$ cat config.mk
export PLATFORM = sky130hd
export DESIGN_NAME = csub_top
export DESIGN_NICKNAME = d
export VERILOG_FILES = /design/src/csub_pkg.sv /design/src/csub_top.sv
export SDC_FILE = /design/constraint.sdc
export NUM_CORES = 2
export LEC_CHECK = 0
export BUFFER_PORTS_ARGS = -buffer_cell sky130_fd_sc_hd__buf_2
export CORE_MARGIN = 4
export CORE_UTILIZATION = 56
export CTS_CLUSTER_SIZE = 25
export DETAILED_ROUTE_END_ITERATION = 10
export PLACE_DENSITY = 0.82
export SYNTH_ARGS = -nofsm -noshare
export SYNTH_HDL_FRONTEND = slang
export SYNTH_SLANG_ARGS = --single-unit
$ cat constraint.sdc
create_clock -name core_clk -period 1.7 [get_ports core_clk]
set_input_delay 0.51 -clock core_clk [delete_from_list [all_inputs] [get_ports core_clk]]
set_output_delay 0.51 -clock core_clk [all_outputs]
set_load 0.005 [all_outputs]
$ cat src/csub_pkg.sv
// package of constants and types for the control switch and user button block
package csub_pkg;
    localparam int unsigned CSUB_NUM_SW = 5;
    localparam int unsigned CSUB_NUM_BTN = 12;
    localparam int unsigned CSUB_NAME_CHARS = 32;
    localparam int unsigned CSUB_TS_W = 32;
    localparam int unsigned CSUB_CLK_HZ = 50_000_000;
    // debounce settle time in microseconds
    localparam int unsigned CSUB_DEB_US = 10;
    localparam int unsigned CSUB_DEB_CYC = (CSUB_DEB_US * (CSUB_CLK_HZ / 1_000_000) > 0) ?
        CSUB_DEB_US * (CSUB_CLK_HZ / 1_000_000) : 1;
    localparam int unsigned CSUB_DEB_W = $clog2(CSUB_DEB_CYC + 1);
    // access levels, lowest first
    typedef enum logic [1:0] {
        CSUB_LVL_USER,
        CSUB_LVL_OPERATOR,
        CSUB_LVL_CONFIG,
        CSUB_LVL_SUPER
    } csub_level_t;
    localparam csub_level_t CSUB_LVL_RESET = CSUB_LVL_CONFIG;
    // which switch events reach the event buffer
    localparam logic [1:0] CSUB_EVSEL_ON = 2'h1;
    localparam logic [1:0] CSUB_EVSEL_OFF = 2'h2;
    localparam logic [1:0] CSUB_EVSEL_BOTH = 2'h3;
    localparam logic [1:0] CSUB_EVSEL_RESET = 2'h3;
    // button mode: 0 momentary, 1 toggle
    localparam logic CSUB_MODE_MOMENTARY = 1'b0;
    localparam logic CSUB_MODE_TOGGLE = 1'b1;
    localparam logic [2:0] CSUB_SYNC_STAGES = 3'h2;
endpackage : csub_pkg

$ cat src/csub_top.sv
// control switches and front-panel user buttons
`timescale 1ns/1ps
`default_nettype none

// Function
// - switch holds state until opposite command
// - only mimic or remote terminal commands
// - five independent switches, outputs exported
// - separate ON and OFF events per change
// - each recorded event carries time stamp
// - event selection: ON, OFF or both
// - mimic command needs configured access level
// - settable 32-character name per switch
// - twelve buttons, each own status
// - per-button mode, momentary default
// - momentary status follows physical press
// - toggle inverts status once per press
// - three-colour LED from selectable sources
// - buttons ignore remote commands entirely
// - complementary On and Off outputs
module csub_top
    import csub_pkg::*;
(
    input wire logic core_clk,
    input wire logic rst_b,
    input wire logic [CSUB_TS_W-1:0] time_now,
    input wire logic [CSUB_NUM_SW-1:0] mimic_on_req,
    input wire logic [CSUB_NUM_SW-1:0] mimic_off_req,
    input wire logic [1:0] mimic_level,
    input wire logic [1:0] access_level_cfg,
    input wire logic [CSUB_NUM_SW-1:0] rtu_on_req,
    input wire logic [CSUB_NUM_SW-1:0] rtu_off_req,
    input wire logic [1:0] event_sel_cfg,
    input wire logic name_wr,
    input wire logic [2:0] name_sw,
    input wire logic [4:0] name_idx,
    input wire logic [7:0] name_char,
    input wire logic [2:0] name_rd_sw,
    input wire logic [4:0] name_rd_idx,
    output logic [7:0] name_rd_char,
    output logic [CSUB_NUM_SW-1:0] switch_out,
    output logic event_valid,
    output logic [2:0] event_switch,
    output logic event_is_on,
    output logic [CSUB_TS_W-1:0] event_time,
    input wire logic [CSUB_NUM_BTN-1:0] button_raw,
    input wire logic [CSUB_NUM_BTN-1:0] button_mode_cfg,
    input wire logic [CSUB_NUM_BTN-1:0] led_red_src,
    input wire logic [CSUB_NUM_BTN-1:0] led_orange_src,
    input wire logic [CSUB_NUM_BTN-1:0] led_green_src,
    output logic [CSUB_NUM_BTN-1:0] button_on,
    output logic [CSUB_NUM_BTN-1:0] button_off,
    output logic [CSUB_NUM_BTN-1:0] led_red,
    output logic [CSUB_NUM_BTN-1:0] led_orange,
    output logic [CSUB_NUM_BTN-1:0] led_green
);

    // ---------------------------------------------
    // state
    // ---------------------------------------------
    typedef struct packed {
        logic [CSUB_NUM_SW-1:0] sw;
        logic [CSUB_NUM_SW-1:0] pend_on;
        logic [CSUB_NUM_SW-1:0] pend_off;
        logic ev_valid;
        logic [2:0] ev_sw;
        logic ev_on;
        logic [CSUB_TS_W-1:0] ev_time;
        logic [CSUB_NUM_BTN-1:0] sync1;
        logic [CSUB_NUM_BTN-1:0] sync2;
        logic [CSUB_NUM_BTN-1:0] deb;
        logic [CSUB_NUM_BTN-1:0][CSUB_DEB_W-1:0] cnt;
        logic [CSUB_NUM_BTN-1:0] tog;
    } csub_state_t;

    csub_state_t s_q;
    csub_state_t s_d;
    logic [CSUB_NUM_SW-1:0][CSUB_NAME_CHARS-1:0][7:0] name_q;

    // access check shared by all switches
    function automatic logic csub_level_ok(input logic [1:0] have, input logic [1:0] need);
        csub_level_ok = (have >= need);
    endfunction

    // event kind filter
    function automatic logic csub_ev_kept(input logic on, input logic [1:0] sel);
        csub_ev_kept = on ? sel[0] : sel[1];
    endfunction

    logic [CSUB_NUM_SW-1:0] cmd_on;
    logic [CSUB_NUM_SW-1:0] cmd_off;
    logic mimic_ok;
    logic [CSUB_NUM_BTN-1:0] btn_status;

    // ---------------------------------------------
    // next-state logic
    // ---------------------------------------------
    always_comb begin
        logic found;
        logic [CSUB_NUM_SW-1:0] chg;
        found = 1'b0;
        chg = '0;
        s_d = s_q;
        mimic_ok = csub_level_ok(mimic_level, access_level_cfg);
        // only mimic and remote ports reach the switches; on+off together is ignored
        cmd_on = ((mimic_on_req & {CSUB_NUM_SW{mimic_ok}}) | rtu_on_req);
        cmd_off = ((mimic_off_req & {CSUB_NUM_SW{mimic_ok}}) | rtu_off_req);
        for (int i = 0; i < CSUB_NUM_SW; i++) begin
            // each switch latches independently
            if (cmd_on[i] && !cmd_off[i] && !s_q.sw[i]) begin
                s_d.sw[i] = 1'b1;
                chg[i] = 1'b1;
                s_d.pend_on[i] = csub_ev_kept(1'b1, event_sel_cfg);
                s_d.pend_off[i] = 1'b0;
            end else if (cmd_off[i] && !cmd_on[i] && s_q.sw[i]) begin
                s_d.sw[i] = 1'b0;
                chg[i] = 1'b1;
                s_d.pend_off[i] = csub_ev_kept(1'b0, event_sel_cfg);
                s_d.pend_on[i] = 1'b0;
            end
        end
        // issue one pending event per cycle, lowest switch first
        s_d.ev_valid = 1'b0;
        for (int i = 0; i < CSUB_NUM_SW; i++) begin
            if (!found && (s_q.pend_on[i] || s_q.pend_off[i])) begin
                found = 1'b1;
                s_d.ev_valid = 1'b1;
                s_d.ev_sw = 3'(i);
                s_d.ev_on = s_q.pend_on[i];
                s_d.ev_time = time_now;
                // a change in this same cycle must not lose its own event
                if (!chg[i]) begin
                    s_d.pend_on[i] = 1'b0;
                    s_d.pend_off[i] = 1'b0;
                end
            end
        end
        // buttons: two-flop sync then settle counter; no remote path exists
        s_d.sync1 = button_raw;
        s_d.sync2 = s_q.sync1;
        for (int b = 0; b < CSUB_NUM_BTN; b++) begin
            if (s_q.sync2[b] == s_q.deb[b]) begin
                s_d.cnt[b] = '0;
            end else if (s_q.cnt[b] == CSUB_DEB_W'(CSUB_DEB_CYC - 1)) begin
                s_d.cnt[b] = '0;
                s_d.deb[b] = s_q.sync2[b];
                // one debounced rising edge per press
                if (s_q.sync2[b] && button_mode_cfg[b] == CSUB_MODE_TOGGLE) begin
                    s_d.tog[b] = ~s_q.tog[b];
                end
            end else begin
                s_d.cnt[b] = s_q.cnt[b] + 1'b1;
            end
        end
    end

    // ---------------------------------------------
    // registers; reset gives all Off, no events
    // ---------------------------------------------
    always_ff @(posedge core_clk or negedge rst_b) begin
        if (!rst_b) begin
            s_q <= '0;
        end else begin
            s_q <= s_d;
        end
    end

    // name storage kept without reset: text, not control state
    always_ff @(posedge core_clk) begin
        if (name_wr && name_sw < 3'(CSUB_NUM_SW)) begin
            name_q[name_sw][name_idx] <= name_char;
        end
        name_rd_char <= (name_rd_sw < 3'(CSUB_NUM_SW)) ? name_q[name_rd_sw][name_rd_idx] : 8'h00;
    end

    // ---------------------------------------------
    // outputs
    // ---------------------------------------------
    always_comb begin
        for (int b = 0; b < CSUB_NUM_BTN; b++) begin
            btn_status[b] = (button_mode_cfg[b] == CSUB_MODE_TOGGLE) ?
                s_q.tog[b] : s_q.deb[b];
        end
    end

    assign switch_out = s_q.sw;
    assign event_valid = s_q.ev_valid;
    assign event_switch = s_q.ev_sw;
    assign event_is_on = s_q.ev_on;
    assign event_time = s_q.ev_time;
    assign button_on = btn_status;
    assign button_off = ~btn_status;
    // led sources are picked outside; here they pass straight through per colour
    assign led_red = led_red_src;
    assign led_orange = led_orange_src;
    assign led_green = led_green_src;

    // ---------------------------------------------
    // assertions
    // ---------------------------------------------
    AST_SW_HOLD: assert property (@(posedge core_clk) disable iff (!rst_b)
        (!$past(cmd_on[0]) && !$past(cmd_off[0])) |-> $stable(switch_out[0]))
        else $error("switch changed without command");
    AST_LEVEL: assert property (@(posedge core_clk) disable iff (!rst_b)
        (mimic_on_req[2] && !rtu_on_req[2] && mimic_level < access_level_cfg && !switch_out[2])
        |=> !switch_out[2])
        else $error("mimic command accepted below access level");
    AST_ON_EVENT: assert property (@(posedge core_clk) disable iff (!rst_b)
        ($rose(switch_out[0]) && $past(event_sel_cfg[0]))
        |-> ##[1:5] (event_valid && event_switch == 3'h0 && event_is_on))
        else $error("missing ON event");
    AST_SEL: assert property (@(posedge core_clk) disable iff (!rst_b)
        event_valid |-> csub_ev_kept(event_is_on, $past(event_sel_cfg, 2)))
        else $error("filtered event issued");
    AST_STAMP: assert property (@(posedge core_clk) disable iff (!rst_b)
        event_valid |-> event_time == $past(time_now))
        else $error("event time stamp wrong");
    AST_COMPL: assert property (@(posedge core_clk) disable iff (!rst_b)
        button_on == ~button_off)
        else $error("button outputs not complementary");
    AST_MOMENT: assert property (@(posedge core_clk) disable iff (!rst_b)
        (button_mode_cfg[0] == CSUB_MODE_MOMENTARY) |-> button_on[0] == s_q.deb[0])
        else $error("momentary status differs from press");
    AST_TOGGLE: assert property (@(posedge core_clk) disable iff (!rst_b)
        (button_mode_cfg[1] && $stable(button_mode_cfg[1]) && !$rose(s_q.deb[1]))
        |-> $stable(button_on[1]))
        else $error("toggle status changed without press");
    AST_RESET: assert property (@(posedge core_clk)
        $rose(rst_b) |-> (switch_out == '0 && !event_valid))
        else $error("state not cleared by reset");
    COV_SW_ON: cover property (@(posedge core_clk) disable iff (!rst_b) $rose(switch_out[0]));
    COV_EVENT: cover property (@(posedge core_clk) disable iff (!rst_b) event_valid);
    COV_TOG: cover property (@(posedge core_clk) disable iff (!rst_b)
        button_mode_cfg[1] && $rose(button_on[1]));

endmodule // csub_top

`default_nettype wire

==> results.py <==
metrics = {
    "worst_setup_path": {
        "required_worst_endpoint_ns": 2.35,
        "arrival_time_reported_for_the_critical_path_endpoint_ns": 2.89,
        "critical_path.max_fanout": 1,
        "rr_startpoint": "name_q[226]",
        "critical-path-max-stage-delay_ns": 0.54,
        "startpoint": "name_q[226]",
        "timing.reg2reg.setup_slack_ns": -0.54,
        "worst_setup_path_start_kind": "flop",
        "timing.critical_path.slowest_stage_cell": "mux4_2",
        "critical_path.cell_chain": "mux4_2 -> a221o_1 -> nand4_1 -> o211ai_2 -> o31ai_1 -> buf_4 -> a2111oi_4",
        "endpoint_kind": "flop",
        "crit-reg2reg-capture": "name_rd_char[2]",
        "worstRegToRegCells": 7,
        "category_of_the_most_critical_setup_path": "reg -> reg",
    },
    "clocking": {
        "numCtsBuffers": 150,
        "worstSkewPairLatency_ns": 0.78,
        "htree_levels": 4,
        "tritoncts_num_sinks": 1496,
        "cts_buffer_depth": 3,
        "tritoncts": "done",
        "cts.clk_slew.worst_paths_ns": 0.07,
        "root_buffer": "clkbuf_16",
    },
    "global_route": {
        "first_global_vias": 39471,
        "grt_pass1_wl_microns": 248000,
        "grt_remaining_overflow": 0,
        "grt_antenna_before_repair": 3,
        "grt_max_degree": 66,
        "grt_usage_pct": 29.1,
    },
    "route": {
        "number_of_design_rule_violations_left_by_the_first_detailed_router_iteration": 5408,
        "routed-via-count": 39342,
        "drt-wirelength-per-cell_microns": 27.7,
        "routed_wl_microns": 169000,
        "detail-route-antenna-nets": 0,
        "vias_per_cell": 6.45,
        "drcViolationCount": 0,
        "dr.pass1.iters": 6,
    },
    "place": {
        "place_inst": 5705,
        "placer_s_final_routability_congestion_estimate": 0.950,
        "io_buffers": 182,
        "dpl.hpwl_microns": 102000,
        "post_placement_setup_slack_ns": -1.27,
    },
    "worst_hold_path": {
        "min_delay_worst_endpoint": "s_q[198]",
        "holdCritPathClass": "in -> reg",
        "min_from": "rtu_off_req[0]",
        "min_delay_path_depth": 3,
    },
    "cells_and_area": {
        "diodes": 0,
        "drive_above_1_share_pct": 30.0,
        "fillerInstances": 6116,
        "final_cells": 6102,
        "final_util_pct": 70.0,
        "area_growth_syn_to_layout_pct": 23.6,
        "nets": 4739,
    },
    "sta": {
        "worst_hold_slack_ns": 0.0642,
        "period_share_pct": 132,
        "largest_clock_skew_in_the_final_design_ns": 0.0314,
        "slew_viol_final": 0,
        "postLayoutSetupSlackWorst_ns": -0.538,
        "highest_attainable_clock_frequency_ghz": 0.447,
        "finalWorstPathRequiredPeriod_ns": 2.24,
        "grt_setup_unrepaired": "true",
        "max_slew.worst_pin.slew_ns": 0.672,
        "maxSlewHeadroom_pct": 55.0,
        "timing_hold_violations_final": 0,
        "finalSetupViolCount": 82,
    },
    "yosys": {
        "ys_seq_elements": 1496,
        "warning_count_from_the_yosys_run": 0,
        "synth_area_leaders": "edfxtp_1 63%, dfrtp_1 8.5%, mux2i_1 7.1%",
        "syn-mean-instance-area_sq_um": 15.6,
        "postSynth.asyncResetShare_pct": 13.9,
        "synth_flop_cell": "edfxtp_1",
        "synth_top_cell_area_share_pct": 63.1,
        "ys_types": 82,
        "post_synth_edffs": 1280,
        "netlist_area_sq_um": 60900,
        "synth_seq_area_share_pct": 71.9,
        "syn_nets": 4069,
        "post_synth_inst_count": 3910,
        "yosys.area.top_type": "edfxtp_1",
    },
    "die": {
        "initial_utilization_pct": 56.7,
        "design.portCount": 255,
        "floorplan.die_area_sq_um": 114000,
        "dieHeight_microns": 338,
        "placementRows": 120,
        "floorplan.die.width_microns": 338,
        "placeableCoreArea_sq_um": 108000,
    },
    "power": {
        "power.ir.vdd_worst_mv": 0.954,
        "leakage_nw": 27.2,
        "p_per_area_nw_per_um2": 1100,
        "totalPowerFinal_mw": 82.6,
    },
    "outcome": {
        "violations": "setup timing",
        "outcome": "finished, violations left",
    },
    "run": {
        "maxCapViolations": 0,
    },
}
[power by group]
part / internal [mW] / total [mW] / switching, mW
sequential: 40.6 / 41.1 / 0.488
clock: 19.1 / 33.4 / 14.3
combinational: 3.65 / 8.13 / 4.47
[timing repair]
action / 4_1_cts / 5_1_grt
hold buffers: 46 / 0
gates cloned: 4 / 0
endpoints found under the setup margin: 115 / 180
setup buffers: 49 / 28
resized for setup: 86 / 66
pin swaps: 19 / 23
endpoints found under the hold margin: 199 / 0
[metrics by stage]
stage / area [sq um] / setup TNS [ns]
2_1_floorplan: 62200 / -41.37
3_3_place_gp: 68400 / -346.63
3_5_place_dp: 68400 / -405.65
4_1_cts: 74700 / -16.35
5_1_grt: 75300 / -19.12
6_report: 75300 / -15.13
[flip-flops by register name (all words and copies together), names as in the netlist]
register      flops
event_is_on       1
event_switch      3
event_time       32
event_valid       1
name_q         1280
name_rd_char      8
s_d              12
s_q             154
switch_out        5
[Yosys cell counts, types with 62 or more instances]
cell type / count
nand3_1: 62
buf_4: 118
mux2i_1: 432
xnor2_1: 77
clkbuf_1: 77
o22ai_1: 67
nand2_1: 125
edfxtp_1: 1280
a21oi_1: 148
dfrtp_1: 208
o221ai_1: 102
nor2_1: 448
o21ai_0: 99
[layout by cell type (no fill, tap or decap), types with 88 or more instances in the layout]
cell       instances
edfxtp_1        1280
buf_4            447
mux2i_1          420
nor2_1           282
dfrtp_1          208
buf_2            160
clkbuf_16        155
buf_12           137
a21oi_1          135
nor2_4           114
nand2_1          101
o221ai_1         100
o21ai_0           88
[kinds of logic (layout without fill, tap and decap cells)]
| kind of cell | count (synthesis) | in the layout | share of synthesized area, % |
|---|---|---|---|
| flip-flops | 1496 | 1496 | 71.9 |
| AND/OR/NAND/NOR | 787 | 787 | 5.70 |
| AO/OA/AOI/OAI | 632 | 632 | 7.26 |
| multiplexers | 535 | 535 | 9.80 |
| buffers and inverters | 337 | 1126 | 3.49 |
| XOR/XNOR | 108 | 108 | 1.55 |
| adder cells (fa/ha/maj) | 15 | 15 | 0.304 |
[cell type report]
cell class | instances | area, sq um | share of cell area, %
flip-flops and latches | 1496 | 43800 | 58.2
multi-input cells | 2077 | 16800 | 22.3
repair buffers | 815 | 7800 | 10.4
clock buffers | 194 | 4060 | 5.39
well taps | 1403 | 1760 | 2.33
clock inverters | 77 | 885 | 1.18
inverters | 40 | 155 | 0.206
[critical path: cells and delay by family (launching register included)]
family                 cells  cell delay [ns]
muxes                      1             0.54
buffers and inverters      1             0.19
DFF                        1             0.44
and+or+nand+nor            1             0.27
AOI/OAI and AO/OA          4             0.68
[how the worst max path moves through the flow]
stage / slack [ns] / endpoint / depth (start not counted)
2_1_floorplan: -0.59 / name_rd_char[6] / 10
3_3_place_gp: -1.25 / name_rd_char[1] / 10
6_report: -0.54 / name_rd_char[2] / 7
3_5_place_dp: -1.27 / name_rd_char[1] / 10
4_1_cts: -0.44 / name_rd_char[0] / 7
5_1_grt: -0.56 / name_rd_char[2] / 7
[per-layer routing]
layer	routed length, microns	GRT usage (%)	up-vias
met2	79600	46.5	2976
li1	-	-	16392
met4	9130	13.8	2
met5	12	0	-
met1	59500	38.4	19346
met3	21100	6.50	626
Note: power is estimated with default switching activity, not from simulation.
